$ cat config.mk
export PLATFORM = sky130hd
export DESIGN_NAME = wssp_servant_flat
export DESIGN_NICKNAME = d
export VERILOG_FILES = /design/src/common/wssp_pkg.sv /design/src/common/wssp_if.sv /design/src/rtl/wssp_cmd_decode.sv /design/src/rtl/wssp_servant.sv /design/src/flat_wrapper.sv
export SDC_FILE = /design/constraint.sdc
export NUM_CORES = 1
export LEC_CHECK = 0
export BUFFER_PORTS_ARGS = -buffer_cell sky130_fd_sc_hd__buf_2
export CAP_MARGIN = 20
export CORE_MARGIN = 5
export CORE_UTILIZATION = 57
export CTS_BUF_LIST = sky130_fd_sc_hd__clkbuf_8
export DETAILED_ROUTE_END_ITERATION = 16
export PLACE_DENSITY = 0.82
export SLEW_MARGIN = 20
export SYNTH_ARGS = -nofsm -noshare
export SYNTH_HDL_FRONTEND = slang
export SYNTH_HIERARCHICAL = 1
export SYNTH_SLANG_ARGS = --single-unit
$ cat constraint.sdc
create_clock -name CLK -period 2.5 [get_ports CLK]
set_input_delay 0.25 -clock CLK [delete_from_list [all_inputs] [get_ports CLK]]
set_output_delay 0.25 -clock CLK [all_outputs]
set_load 0.02 [all_outputs]
$ cat src/common/wssp_pkg.sv
`default_nettype none
package wssp_pkg;
    // Widths of one word and of the field that picks one of the three exchange forms.
    localparam int WORD_W = 16;
    localparam int FORM_W = 2;
    // Exchange forms, chosen by which data register a write lands on.
    localparam logic [1:0] FORM_WORD = 2'h0;
    localparam logic [1:0] FORM_LONG = 2'h1;
    localparam logic [1:0] FORM_EXT = 2'h2;
    // Register selectors on the link.
    localparam logic [1:0] SEL_LOW = 2'h0;
    localparam logic [1:0] SEL_HIGH = 2'h1;
    localparam logic [1:0] SEL_EXT = 2'h2;
    localparam logic [1:0] SEL_RESP = 2'h3;
    // Command opcode sits in the top byte of the word-form command.
    localparam int OP_MSB = 15;
    localparam int OP_LSB = 8;
    localparam int CNT_MSB = 7;
    localparam logic [7:0] OP_READ_PROTOCOL = 8'hFC;
    localparam logic [7:0] OP_CLEAR = 8'hFF;
    localparam logic [7:0] OP_READ_WORDS = 8'hDF;
    localparam logic [7:0] OP_WRITE_DATA = 8'hBC;
    // Capability word: bit 0 long form, bit 1 extended form.
    localparam int CAP_LONG_BIT = 0;
    localparam int CAP_EXT_BIT = 1;
    // Response register bit positions.
    localparam int RESP_WRITE_READY = 1;
    localparam int RESP_READ_READY = 2;
    localparam int RESP_ERROR_N = 3;
    localparam logic [15:0] RESP_BASE = 16'h0001;
    // Reset values of the flags.
    localparam logic WRITE_READY_RST = 1'b1;
    localparam logic READ_READY_RST = 1'b0;
    localparam logic [7:0] COUNT_ZERO = 8'h00;
endpackage
`default_nettype wire

$ cat src/common/wssp_if.sv
`default_nettype none
interface wssp_if;
    // One bus cycle: strobe with read or write, register select, data.
    logic strobe;
    logic write;
    logic [1:0] sel;
    logic [15:0] wdata;
    logic [15:0] rdata;
    logic ack;
    logic err;
    modport servant (
        input strobe, write, sel, wdata,
        output rdata, ack, err
    );
    modport commander (
        output strobe, write, sel, wdata,
        input rdata, ack, err
    );
endinterface
`default_nettype wire

$ cat src/rtl/wssp_cmd_decode.sv
`default_nettype none
// Splits an incoming command word into its effects for the given form.
module wssp_cmd_decode (
    input wire logic [1:0] form,
    input wire logic [15:0] cmd,
    output logic is_clear,
    output logic is_protocol,
    output logic is_read_words,
    output logic is_write_data,
    output logic [7:0] count
);
    // Word-form opcodes only count in the word form; other forms are user.
    always_comb begin
        is_clear = 1'b0;
        is_protocol = 1'b0;
        is_read_words = 1'b0;
        is_write_data = 1'b0;
        count = cmd[wssp_pkg::CNT_MSB:0];
        if (form == wssp_pkg::FORM_WORD) begin
            case (cmd[wssp_pkg::OP_MSB:wssp_pkg::OP_LSB])
                wssp_pkg::OP_CLEAR: is_clear = 1'b1;
                wssp_pkg::OP_READ_PROTOCOL: is_protocol = 1'b1;
                wssp_pkg::OP_READ_WORDS: is_read_words = 1'b1;
                wssp_pkg::OP_WRITE_DATA: is_write_data = 1'b1;
                default: is_clear = 1'b0;
            endcase
        end
    end
endmodule
`default_nettype wire

$ cat src/rtl/wssp_servant.sv
`default_nettype none
module wssp_servant #(
    parameter bit HAS_LONG = 1'b1,
    parameter bit HAS_EXT = 1'b1
) (
    input wire logic CLK,
    input wire logic RESET_N,
    wssp_if.servant LINK,
    output logic CMD_VALID,
    output logic [1:0] CMD_FORM,
    output logic [47:0] CMD_WORD,
    output logic CMD_IS_DATA,
    input wire logic CMD_TAKEN,
    input wire logic [15:0] OUT_WORD,
    input wire logic OUT_VALID,
    output logic OUT_TAKEN,
    output logic OUT_WANTED
);
    logic write_ready, next_write_ready;
    logic read_ready, next_read_ready;
    logic [15:0] high_hold, next_high_hold;
    logic [15:0] ext_hold, next_ext_hold;
    logic [47:0] cmd_word, next_cmd_word;
    logic [1:0] cmd_form, next_cmd_form;
    logic cmd_is_data, next_cmd_is_data;
    logic [7:0] data_left, next_data_left;
    logic [7:0] out_left, next_out_left;
    logic [15:0] rd_word, next_rd_word;
    logic cap_pending, next_cap_pending;
    logic [15:0] rdata, next_rdata;
    logic ack, next_ack, err, next_err;
    logic d_clear, d_proto, d_rdw, d_wrd;
    logic [7:0] d_count;
    logic wr_low, rd_low;
    logic [15:0] cap_word;
    logic [1:0] wr_form;

    // Capability word reports which wider forms this servant supports.
    assign cap_word = 16'(({15'h0000, HAS_EXT} << wssp_pkg::CAP_EXT_BIT)
        | ({15'h0000, HAS_LONG} << wssp_pkg::CAP_LONG_BIT));

    assign wr_low = LINK.strobe && LINK.write
        && LINK.sel == wssp_pkg::SEL_LOW;
    assign rd_low = LINK.strobe && !LINK.write
        && LINK.sel == wssp_pkg::SEL_LOW;

    // Form of an arriving low write follows the upper words held for it.
    assign wr_form = (ext_hold != 16'h0000) ? wssp_pkg::FORM_EXT
        : (high_hold != 16'h0000) ? wssp_pkg::FORM_LONG
        : wssp_pkg::FORM_WORD;

    wssp_cmd_decode u_dec (
        .form(wr_form),
        .cmd(LINK.wdata),
        .is_clear(d_clear),
        .is_protocol(d_proto),
        .is_read_words(d_rdw),
        .is_write_data(d_wrd),
        .count(d_count)
    );

    ////////////////////////////////////////////////////////////////////
    // Write path: monitors on the data registers, write-ready flag.
    always_comb begin
        next_write_ready = write_ready;
        next_high_hold = high_hold;
        next_ext_hold = ext_hold;
        next_cmd_word = cmd_word;
        next_cmd_form = cmd_form;
        next_cmd_is_data = cmd_is_data;
        next_data_left = data_left;
        // Writes to the upper registers are held; low register completes.
        if (LINK.strobe && LINK.write && LINK.sel == wssp_pkg::SEL_HIGH
            && HAS_LONG) begin
            next_high_hold = LINK.wdata;
        end
        if (LINK.strobe && LINK.write && LINK.sel == wssp_pkg::SEL_EXT
            && HAS_EXT) begin
            next_ext_hold = LINK.wdata;
        end
        if (CMD_VALID && CMD_TAKEN) begin
            next_write_ready = 1'b1;
        end
        // The low word arrives last, so the low write is the trigger.
        if (wr_low && write_ready) begin
            next_write_ready = 1'b0;
            next_cmd_word = {ext_hold, high_hold, LINK.wdata};
            next_cmd_form = wr_form;
            next_high_hold = 16'h0000;
            next_ext_hold = 16'h0000;
            next_cmd_is_data = data_left != wssp_pkg::COUNT_ZERO;
            if (data_left != wssp_pkg::COUNT_ZERO) begin
                next_data_left = data_left - 8'h01;
            end else if (d_wrd) begin
                next_data_left = d_count;
            end
        end
    end

    always_ff @(posedge CLK or negedge RESET_N) begin
        if (!RESET_N) begin
            write_ready <= wssp_pkg::WRITE_READY_RST;
            high_hold <= 16'h0000;
            ext_hold <= 16'h0000;
            cmd_word <= 48'h000000000000;
            cmd_form <= wssp_pkg::FORM_WORD;
            cmd_is_data <= 1'b0;
            data_left <= wssp_pkg::COUNT_ZERO;
        end else begin
            write_ready <= next_write_ready;
            high_hold <= next_high_hold;
            ext_hold <= next_ext_hold;
            cmd_word <= next_cmd_word;
            cmd_form <= next_cmd_form;
            cmd_is_data <= next_cmd_is_data;
            data_left <= next_data_left;
        end
    end

    assign CMD_VALID = !write_ready;
    assign CMD_FORM = cmd_form;
    assign CMD_WORD = cmd_word;
    assign CMD_IS_DATA = cmd_is_data;

    ////////////////////////////////////////////////////////////////////
    // Read path: requested word count, read-ready flag, capability reply.
    always_comb begin
        next_read_ready = read_ready;
        next_out_left = out_left;
        next_rd_word = rd_word;
        next_cap_pending = cap_pending;
        OUT_TAKEN = 1'b0;
        // Requests come from commands accepted on the write side.
        if (wr_low && write_ready && data_left == wssp_pkg::COUNT_ZERO) begin
            if (d_rdw) begin
                next_out_left = d_count;
            end
            if (d_proto) begin
                next_cap_pending = 1'b1;
            end
        end
        if (rd_low && read_ready) begin
            next_read_ready = 1'b0;
        end else if (!read_ready && cap_pending) begin
            next_rd_word = cap_word;
            next_read_ready = 1'b1;
            next_cap_pending = 1'b0;
        end else if (!read_ready && out_left != wssp_pkg::COUNT_ZERO
            && OUT_VALID) begin
            OUT_TAKEN = 1'b1;
            next_rd_word = OUT_WORD;
            next_read_ready = 1'b1;
            next_out_left = out_left - 8'h01;
        end
        // Clear drops everything waiting on the read side.
        if (wr_low && write_ready && data_left == wssp_pkg::COUNT_ZERO
            && d_clear) begin
            next_read_ready = 1'b0;
            next_out_left = wssp_pkg::COUNT_ZERO;
            next_cap_pending = 1'b0;
            OUT_TAKEN = 1'b0;
        end
    end

    always_ff @(posedge CLK or negedge RESET_N) begin
        if (!RESET_N) begin
            read_ready <= wssp_pkg::READ_READY_RST;
            out_left <= wssp_pkg::COUNT_ZERO;
            rd_word <= 16'h0000;
            cap_pending <= 1'b0;
        end else begin
            read_ready <= next_read_ready;
            out_left <= next_out_left;
            rd_word <= next_rd_word;
            cap_pending <= next_cap_pending;
        end
    end

    assign OUT_WANTED = !read_ready && out_left != wssp_pkg::COUNT_ZERO;

    ////////////////////////////////////////////////////////////////////
    // Bus answer: one cycle after the strobe, error on unrequested read.
    always_comb begin
        next_ack = LINK.strobe;
        next_err = rd_low && !read_ready;
        next_rdata = 16'h0000;
        if (LINK.strobe && !LINK.write) begin
            case (LINK.sel)
                wssp_pkg::SEL_LOW: next_rdata = rd_word;
                wssp_pkg::SEL_RESP: next_rdata = wssp_pkg::RESP_BASE
                    | 16'({write_ready} << wssp_pkg::RESP_WRITE_READY)
                    | 16'({read_ready} << wssp_pkg::RESP_READ_READY)
                    | 16'({1'b1} << wssp_pkg::RESP_ERROR_N);
                default: next_rdata = 16'h0000;
            endcase
        end
    end

    always_ff @(posedge CLK or negedge RESET_N) begin
        if (!RESET_N) begin
            ack <= 1'b0;
            err <= 1'b0;
            rdata <= 16'h0000;
        end else begin
            ack <= next_ack;
            err <= next_err;
            rdata <= next_rdata;
        end
    end

    assign LINK.ack = ack;
    assign LINK.err = err;
    assign LINK.rdata = rdata;
endmodule
`default_nettype wire

$ cat src/flat_wrapper.sv
// flat-port wrapper written by rule: the top's interface ports become plain ports
module wssp_servant_flat 
#(
    parameter bit HAS_LONG = 1'b1,
    parameter bit HAS_EXT = 1'b1
)
  (CLK, RESET_N, CMD_VALID, CMD_FORM, CMD_WORD, CMD_IS_DATA, CMD_TAKEN, OUT_WORD, OUT_VALID, OUT_TAKEN, OUT_WANTED, LINK_strobe, LINK_write, LINK_sel, LINK_wdata, LINK_rdata, LINK_ack, LINK_err);
  wssp_if LINK_i ();
  input wire logic CLK;
  input wire logic RESET_N;
  output logic CMD_VALID;
  output logic [1:0] CMD_FORM;
  output logic [47:0] CMD_WORD;
  output logic CMD_IS_DATA;
  input wire logic CMD_TAKEN;
  input wire logic [15:0] OUT_WORD;
  input wire logic OUT_VALID;
  output logic OUT_TAKEN;
  output logic OUT_WANTED;
  input wire logic [$bits(LINK_i.strobe)-1:0] LINK_strobe;
  input wire logic [$bits(LINK_i.write)-1:0] LINK_write;
  input wire logic [$bits(LINK_i.sel)-1:0] LINK_sel;
  input wire logic [$bits(LINK_i.wdata)-1:0] LINK_wdata;
  output wire logic [$bits(LINK_i.rdata)-1:0] LINK_rdata;
  output wire logic [$bits(LINK_i.ack)-1:0] LINK_ack;
  output wire logic [$bits(LINK_i.err)-1:0] LINK_err;
  assign LINK_i.strobe = LINK_strobe;
  assign LINK_i.write = LINK_write;
  assign LINK_i.sel = LINK_sel;
  assign LINK_i.wdata = LINK_wdata;
  assign LINK_rdata = LINK_i.rdata;
  assign LINK_ack = LINK_i.ack;
  assign LINK_err = LINK_i.err;
  wssp_servant #(.HAS_LONG(HAS_LONG), .HAS_EXT(HAS_EXT)) u_core (.CLK(CLK), .RESET_N(RESET_N), .LINK(LINK_i), .CMD_VALID(CMD_VALID), .CMD_FORM(CMD_FORM), .CMD_WORD(CMD_WORD), .CMD_IS_DATA(CMD_IS_DATA), .CMD_TAKEN(CMD_TAKEN), .OUT_WORD(OUT_WORD), .OUT_VALID(OUT_VALID), .OUT_TAKEN(OUT_TAKEN), .OUT_WANTED(OUT_WANTED));
endmodule
==> flow_summary.ini, run 1 <==
[synthesis]
syn-cell-area_um2 = 5890
yosysWarnings = 6
synth_common_cells = nand2_1, dfrtp_1, a21oi_1
avgSynthCellArea_um2 = 9.48
ys_seq_area_share_pct = 57.8
netlist_instances = 621
synth_top_area_cell = dfrtp_1
synthMostInstantiatedCell = nand2_1
ys_top_cells_by_area = dfrtp_1, nand2_1, a21oi_1
ys.flop_type = dfrtp_1
synth_top_area_share_pct = 57.4
async_flop_share_pct = 100
synth_edf_count = 0
syn-num-nets = 669
synth_cell_types = 57
ys_ff_latch = 136

[worst_setup_path]
required_ns = 2.25
worstPathMaxFanout = 3
r2r-start = u_core/ext_hold[10]
startpoint = u_core/ext_hold[10]
rrSetupSlack_ns = 0.04
arrival_ns = 2.35
worstRegToRegCells = 10
cp-start-kind = register
path_class = register to primary output
timing.rr.end = u_core/out_left[3]
critPathCaptureType = primary output

[sta]
slew_headroom_pct = 55.4
setup_violations = 1
max_slew.worst_pin.slew_ns = 0.668
hold_viol_final = 0
slew_viol_final = 0
finClkSkew_ns = 0.0136
rsz0062_at_grt = true
setup_ws_ns = -0.0968
fin_crit_sh_pct = 104
final.min_clock_period_ns = 2.60
whs_ns = 0.0321
max_freq_mhz = 385

[placement]
place_congestion = 0.877
dpl.hpwl_mm = 10.4
placed_cells = 837
portBuffers = 111

[grt]
grt_overflow = 0
gr-usage-all-layers_pct = 25.7
grt_pass1_wl_mm = 25.6
grt_pass1_vias = 5093
antenna_found_initial = 0
grt_max_degree = 79

[route]
wl_per_cell_um = 17.9
route.vias.total = 5098
drtIter0Drc = 431
first_pass_iters = 5
drc_errors = 0
viasPerCell = 5.80
wirelength_mm = 15.7
ant_nets = 0

[clock_network]
cts_inserted_buffers = 17
cts_buffer_depth = 2
root_buffer = clkbuf_8
cts_tree = done
clk_latency_ns = 0.45
clock_sinks = 136
htreeDepth = 4
clk_pin_slew_ns = 0.08

[power_and_ir_drop]
power.density_nw_per_um2 = 972
p_leak_nw = 3.70
irDropWorstVdd_mv = 0.503

[floorplanning]
die-area_um2 = 12500
core_um2 = 10200
die_width_um = 112
die_y_um = 112
rows = 37
initial_utilization_pct = 57.8
io_pins = 112

[layout]
multi_input_area_um2 = 2340
finalNonFillerCells = 879
regArea_um2 = 3400
area_delta_synth_final_pct = 21.5
fillers = 776
insertedDiodeCount = 0
drive_gt1_share_pct = 24.9
fin_nets = 779

[status]
violations = negative setup slack
status = finished with violations

[worst_hold_path]
holdPathStages = 3
worstHoldStart = CMD_TAKEN
min_to = u_core/write_ready
hp-class = primary input to register

[run]
drv_cap = 0
sequential cells by signal, indices dropped and copies added (netlist names), 2 cells and up:
signal,flops
u_core/data_left,8
u_core/LINK.rdata,16
u_core/rd_word,16
u_core/high_hold,16
u_core/out_left,8
u_core/CMD_WORD,48
u_core/CMD_FORM,2
u_core/ext_hold,16
kinds of logic after synthesis:
group,share of synthesized area [%]
flip-flops,57.8
buffers and inverters,4.17
multiplexers,0.340
adder cells (fa/ha/maj),1.70
AND/OR/NAND/NOR,24.7
AO/OA/AOI/OAI,11.3
metal layers:
| layer | up-vias | part of all wire (%) | track usage, % |
|---|---|---|---|
| li1 | 2290 | - | - |
| met1 | 2518 | 42 | 34.5 |
| met2 | 267 | 48 | 40.3 |
| met3 | 23 | 8.9 | 7.99 |
| met4 | 0 | 1.5 | 8.76 |
| met5 | - | 0 | 0 |
worst max-delay path by stage:
stage / endpoint / slack (ns) / cells after the start
6_report: OUT_TAKEN / -0.1 / 8
2_1_floorplan: u_core/out_left[1] / 0.50 / 9
3_3_place_gp: u_core/out_left[3] / 0.26 / 8
4_1_cts: OUT_TAKEN / -0.006 / 7
3_5_place_dp: u_core/out_left[3] / 0.14 / 8
5_1_grt: OUT_TAKEN / -0.20 / 8
area by class of cell:
cell class | instances | share of cell area [%]
clock buffers | 18 | 3.47
clock inverters | 13 | 2.84
inverters | 13 | 0.683
multi-input cells | 435 | 32.7
flip-flops and latches | 136 | 47.6
well taps | 136 | 2.38
repair buffers | 128 | 10.3
cells in the final DEF, fill, tap and decap left out, types with 4 or more instances in the layout:
cell / count
nor3_1: 4
a2bb2oi_1: 4
ha_1: 8
nand3_1: 6
buf_2: 109
buf_4: 13
nor4_2: 5
a211oi_1: 4
dfrtp_1: 135
a22o_1: 14
a21oi_1: 49
nor2_1: 22
bufinv_16: 5
and3_1: 4
and2_1: 12
o21ai_0: 9
nand4_1: 5
nand2_1: 228
clkbuf_8: 18
inv_1: 13
nor4_1: 7
where the power goes:
| part | total, mW | switching, mW | internal, mW |
|---|---|---|---|
| Combinational | 1.78 | 1.08 | 0.698 |
| Sequential | 3.12 | 0.413 | 2.71 |
| Clock | 2.05 | 0.847 | 1.20 |
metrics by stage:
stage | TNS [ns] | worst slack (ns) | power, mW | cell area (µm²) | util (%)
3_3_place_gp | 0 | 0.256 | 4.74 | 6500 | 63.8
6_report | -0.0968 | -0.0968 | 6.95 | 7150 | 70.2
4_1_cts | -0.00587 | -0.00587 | 6.94 | 7070 | 69.4
5_1_grt | -0.636 | -0.195 | 7.31 | 7150 | 70.2
2_1_floorplan | 0 | 0.497 | 4.23 | 5890 | -
3_5_place_dp | 0 | 0.136 | 4.84 | 6500 | 63.8
worst max-delay path: stages, from the launching register on:
cell       delay [ns]
dfrtp_1          0.41
nor4_2           0.31
nand4_1          0.26
a41oi_2          0.28
nand4bb_4        0.22
nor3_4           0.05
and3_4           0.17
nor2_4           0.08
buf_6            0.12
timing repair:
item,4_1_cts,5_1_grt
pin swaps,6,6
buffers inserted,4,5
endpoints found under the setup margin,1,17
resized for setup,12,11
hold endpoints to repair,48,0
hold buffers,2,0
(Power assumes the default switching activity.)
==> inputs of run 2 (changes only) <==
- REMOVE_ABC_BUFFERS: not set -> 1
==> run 2 against run 1 <==
Net effect:
- the run still ends with negative setup slack left
- sequential power is essentially flat
- clock skew shrank 0.0037 ns
- core utilization shrank 0.25 points
- clock-buffer cell count shrank 1
- largest power group unchanged
==> flow_summary.ini, run 2 (synthesis gave the netlist of run 1 again) <==
[run]
drv_cap = 0

[route]
wl_per_cell_um = 16.7
wirelength_mm = 14.6
route.vias.total = 4902
drc_errors = 0
drtIter0Drc = 394
viasPerCell = 5.58
ant_nets = 0
first_pass_iters = 5

[sta]
final.min_clock_period_ns = 2.51
setup_tns_ns = -0.00551
setup_ws_ns = -0.00551
hold_viol_final = 0
setup_violations = 1
finClkSkew_ns = 0.00996
slew_headroom_pct = 56.0
fin_crit_sh_pct = 100
max_slew.worst_pin.slew_ns = 0.658
max_freq_mhz = 399
slew_viol_final = 0
rsz0062_at_grt = true

[worst_setup_path]
crit_family = simple AND/OR/NAND/NOR gates
worstRegToRegCells = 9
cp_num_buf_inv = 1
worst-path-stages = 7
critPathCaptureType = primary output
arrival_ns = 2.26
cp-start-kind = register
cp_slowest_cell = dfrtp_1
worstPathMaxFanout = 3
critPathMaxStageDelay_ns = 0.45
path_class = register to primary output
required_ns = 2.25
path_cells = nor4_4 > a41oi_2 > nand4bb_4 > nor3_4 > and3_4 > nor2_4 > buf_6

[layout]
fin_area_um2 = 7120
fillers = 773
area_delta_synth_final_pct = 21.0
insertedDiodeCount = 0
fin_nets = 778
layout_common_cells = nand2_1, dfrtp_1, buf_2
drive_gt1_share_pct = 25.0
mostFrequentLayoutCell = nand2_1
largest_reg_flops = 48

[clock_network]
root_buffer = clkbuf_8
clk_pin_slew_ns = 0.08
cts_buffer_depth = 2
clk_latency_ns = 0.44
clock_sinks = 136
cts_inserted_buffers = 17
htreeDepth = 4
cts_tree = done

[status]
status = finished with violations
violations = negative setup slack

[power_and_ir_drop]
swShare_pct = 34.5
irDropWorstVdd_mv = 0.486
p_leak_nw = 3.67
p_comb_share_pct = 26.0
pwr-share-clk_pct = 27.5
p_int_mw = 4.40
p_sw_mw = 2.32
power.density_nw_per_um2 = 944
pwr-share-seq_pct = 46.5

[floorplanning]
initial_utilization_pct = 57.8
core_um2 = 10200
die_y_um = 112
rows = 37
io_pins = 112
die-area_um2 = 12500
die_width_um = 112

[grt]
gr-usage-all-layers_pct = 23.8
grt_max_degree = 85
grt_pass1_vias = 4770
grt_overflow = 0
antenna_found_initial = 0
grt_pass1_wl_mm = 23.8

[placement]
place_congestion = 0.885
dpl_cell_area_um2 = 6500
portBuffers = 111
dpl.hpwl_mm = 9.90

[worst_hold_path]
holdPathStages = 2
hp-class = primary input to register
run 2: changes by cell type in the layout (fill, tap and decap cells not counted), sizes merged:
| cell | before | now |
|---|---|---|
| dlygate4sd3 | 2 | 3 |
| clkbuf | 18 | 17 |
| clkinv | 5 | 6 |
| clkinvlp | 1 | 3 |
| o21ai | 13 | 14 |
| buf | 126 | 123 |
| inv | 15 | 16 |
| bufinv | 5 | 3 |
run 2: per-layer routing:
metal  up-vias  part of all wire [%]  track usage (%)  wire (µm)
li1       2290                     -                -          -
met1      2404                    41             30.8       6080
met2       183                    50             39.4       7390
met3        25                   6.1             6.09        895
met4         0                   1.9             8.19        282
met5         -                     0                0          0
run 2: final timing paths:
check                                startpoint             endpoint  slack, ns
hold reg to reg             u_core/CMD_WORD[10]  u_core/CMD_WORD[10]       0.47
setup / recovery           u_core/high_hold[13]            OUT_TAKEN     -0.006
setup reg to reg           u_core/high_hold[13]   u_core/out_left[3]       0.06
min in group asynchronous               RESET_N  u_core/CMD_WORD[41]       0.37
max in group asynchronous               RESET_N   u_core/ext_hold[4]       1.37
hold / removal                      OUT_WORD[5]    u_core/rd_word[5]       0.03
run 2: power groups by stage:
stage | Combinational [mW] | Sequential, mW | Clock (mW)
global route | 1.92 | 3.19 | 1.99
global placement | 1.62 | 3.11 | 0
detailed placement | 1.67 | 3.14 | 0
finish | 1.75 | 3.13 | 1.85
floorplan | 0.910 | 3.28 | 0
CTS | 1.72 | 3.11 | 1.88
run 2: stage by stage:
| stage | setup slack (ns) | total power, mW | instances | util [%] | hold WS [ns] |
|---|---|---|---|---|---|
| after floorplan | -0.572 | 4.19 | 584 | - | -0.0456 |
| after global placement | 0.237 | 4.72 | 838 | 63.8 | 0.268 |
| after detailed placement | 0.164 | 4.81 | 838 | 63.8 | 0.276 |
| after CTS | 0.00175 | 6.70 | 875 | 69.0 | 0.0122 |
| after global routing | -0.112 | 7.10 | 879 | 70.0 | 0.00432 |
| final | -0.00551 | 6.73 | 879 | 70.0 | 0.0317 |
run 2: cell type report:
| cell class | count | area [µm²] | share of cell area [%] |
|---|---|---|---|
| inverter | 13 | 48.8 | 0.685 |
| timing repair buffer | 126 | 713 | 10.0 |
| clock buffer | 17 | 234 | 3.28 |
| clock inverter | 15 | 179 | 2.51 |
| tap | 136 | 170 | 2.39 |
| multi-input combinational | 436 | 2370 | 33.3 |
| sequential | 136 | 3400 | 47.8 |
run 2: timing repair:
action                     in CTS  in global routing
pin swaps                       5                  6
resized for setup              13                 12
hold endpoints to repair       62                  1
hold buffers                    2                  1
buffers inserted                3                  2
gates cloned                    0                  1
setup endpoints to repair       1                 17
run 2: worst register-to-register path: stages (launching register included):
cell and delay [ns]:
dfrtp_1 0.45, nor4_4 0.32, a41oi_2 0.18, nand4bb_4 0.30
buf_4 0.19, nor3_4 0.19, nand4_1 0.27, nor2_4 0.24
nand2_1 0.07, a31oi_1 0.15
==> inputs of run 3 (changes only) <==
--- a/config.mk
+++ b/config.mk
@@ -13,3 +13,3 @@
 export DETAILED_ROUTE_END_ITERATION = 16
-export PLACE_DENSITY = 0.82
+export PLACE_DENSITY_LB_ADDON = 0.1
 export REMOVE_ABC_BUFFERS = 1
--- a/constraint.sdc
+++ b/constraint.sdc
@@ -3,2 +3,2 @@
 set_output_delay 0.25 -clock CLK [all_outputs]
-set_load 0.02 [all_outputs]
+set_load 0.005 [all_outputs]
==> run 3 against run 2 <==
Net effect:
- the run still ends with negative setup slack left
- global-route usage is 0.49 points higher
- critical endpoint unchanged
- hold slack better by 0.0064 ns
- clock skew about the same
- combinational power is 15% lower
- highest routed layer unchanged
==> flow_summary.ini, run 3 (synthesis gave the netlist of run 1 again) <==
[status]
status = finished with violations
violations = negative setup slack

[sta]
whs_ns = 0.0382
final.min_clock_period_ns = 2.52
max_freq_mhz = 397
hold_viol_final = 0
fin_crit_sh_pct = 101
setup_ws_ns = -0.0209
rsz0062_at_grt = true
max_slew.worst_pin.slew_ns = 0.680
setup_violations = 1
slew_viol_final = 0
slew_headroom_pct = 54.6
finClkSkew_ns = 0.00984

[grt]
antenna_found_initial = 0
grt_overflow = 0
grt_pass1_wl_mm = 24.3
grt_pass1_vias = 4896
gr-usage-all-layers_pct = 24.3
grt_max_degree = 56

[worst_setup_path]
critPathMaxStageDelay_ns = 0.40
worstRegToRegCells = 11
crit_family = simple AND/OR/NAND/NOR gates
path_cells = nor4_2 > nand4_1 > a41oi_2 > nand4bb_4 > nor3_4 > and3_4 > nor2_2 > buf_2
cp_num_buf_inv = 1
arrival_ns = 2.27
timing.rr.end = u_core/out_left[4]
cp-start-kind = register
critPathCaptureType = primary output
rrSetupSlack_ns = 0.09
required_ns = 2.25
path_class = register to primary output
r2r-start = u_core/ext_hold[14]
worstPathMaxFanout = 3
cp_slowest_cell = dfrtp_1

[route]
dr.max_layer_used = met4
wirelength_mm = 14.5
viasPerCell = 5.53
dr_wl_met3_um = 951
wl_per_cell_um = 16.5
first_pass_iters = 5
drc_errors = 0
ant_nets = 0
route.vias.total = 4862
wirelength_met1_mm = 6.08
met2RoutedLength_mm = 7.30
drtIter0Drc = 362

[clock_network]
cts_inserted_buffers = 17
htreeDepth = 4
root_buffer = clkbuf_8
clk_latency_ns = 0.43
cts_buffer_depth = 2
clock_sinks = 136
clk_pin_slew_ns = 0.07
cts_tree = done

[floorplanning]
die_y_um = 112
die_width_um = 112
core_um2 = 10200
die-area_um2 = 12500
initial_utilization_pct = 57.8
io_pins = 112
rows = 37

[placement]
dpl.hpwl_mm = 9.90
place_congestion = 0.862
dpl_cell_area_um2 = 6500
placed_cells = 840
portBuffers = 111
pre_cts_slack_ns = 0.125

[worst_hold_path]
min_to = u_core/rd_word[2]
worstHoldStart = OUT_WORD[2]
hp-class = primary input to register
holdPathStages = 2

[power_and_ir_drop]
power.density_nw_per_um2 = 929
irDropWorstVdd_mv = 0.478
p_leak_nw = 3.68
p_total_mw = 6.62

[layout]
fillers = 814
fin_nets = 779
fin_area_um2 = 7130
drive_gt1_share_pct = 25.3
insertedDiodeCount = 0
area_delta_synth_final_pct = 21.1
mostFrequentLayoutCell = nand2_1
finalNonFillerCells = 880
largest_reg_flops = 48
layout_common_cells = nand2_1, dfrtp_1, buf_2

[run]
drv_cap = 0
## run 3: cell types whose count changed in the layout (fill, tap and decap cells not counted), sizes merged
cell         before  now
dlygate4sd3       3    2
buf             123  126
clkinv            6    4
o21ai            14   13
clkbuf           17   20
inv              16   14
bufinv            3    4
## run 3: worst max path at each step
stage	start	endpoint	slack [ns]	cells after the start
floorplan	LINK_sel[0]	u_core/out_left[3]	-0.57	7
global placement	u_core/high_hold[2]	u_core/out_left[2]	0.19	8
detailed placement	u_core/ext_hold[2]	u_core/data_left[6]	0.12	8
CTS	u_core/ext_hold[14]	OUT_TAKEN	0.004	7
global route	u_core/ext_hold[14]	OUT_TAKEN	-0.11	8
finish	u_core/ext_hold[14]	OUT_TAKEN	-0.02	8
## run 3: where the power goes
group	leakage, nW	internal (mW)	switching (mW)
combinational	1.70	0.691	0.802
sequential	1.76	2.71	0.416
clock	0.221	1.16	0.841
total	3.68	4.56	2.06
## run 3: final cells by class
| cell class | count | area (µm²) | share of cell area (%) |
|---|---|---|---|
| inverters | 13 | 48.8 | 0.685 |
| multi-input cells | 435 | 2350 | 33.0 |
| clock inverters | 12 | 171 | 2.40 |
| well taps | 136 | 170 | 2.39 |
| flip-flops and latches | 136 | 3400 | 47.8 |
| repair buffers | 128 | 707 | 9.92 |
| clock buffers | 20 | 275 | 3.86 |
## run 3: per-layer routing
layer	up-vias	GRT usage (%)
met2	162	40.2
met4	0	7.54
met3	24	6.47
met1	2377	31.7
met5	-	0
li1	2299	-
## run 3: per-stage QoR
| step | setup TNS [ns] | util (%) |
|---|---|---|
| 2_1_floorplan | -8.87 | - |
| 3_3_place_gp | 0 | 63.8 |
| 3_5_place_dp | 0 | 63.8 |
| 4_1_cts | 0 | 69.3 |
| 5_1_grt | -0.170 | 70.0 |
| 6_report | -0.0209 | 70.0 |
## run 3: timing repair
action                                  4_1_cts  5_1_grt
endpoints found under the setup margin        1       17
hold endpoints to repair                     53        0
pin swaps                                     5        6
hold buffers                                  2        0
buffers inserted                              2        4
resized for setup                            13        8
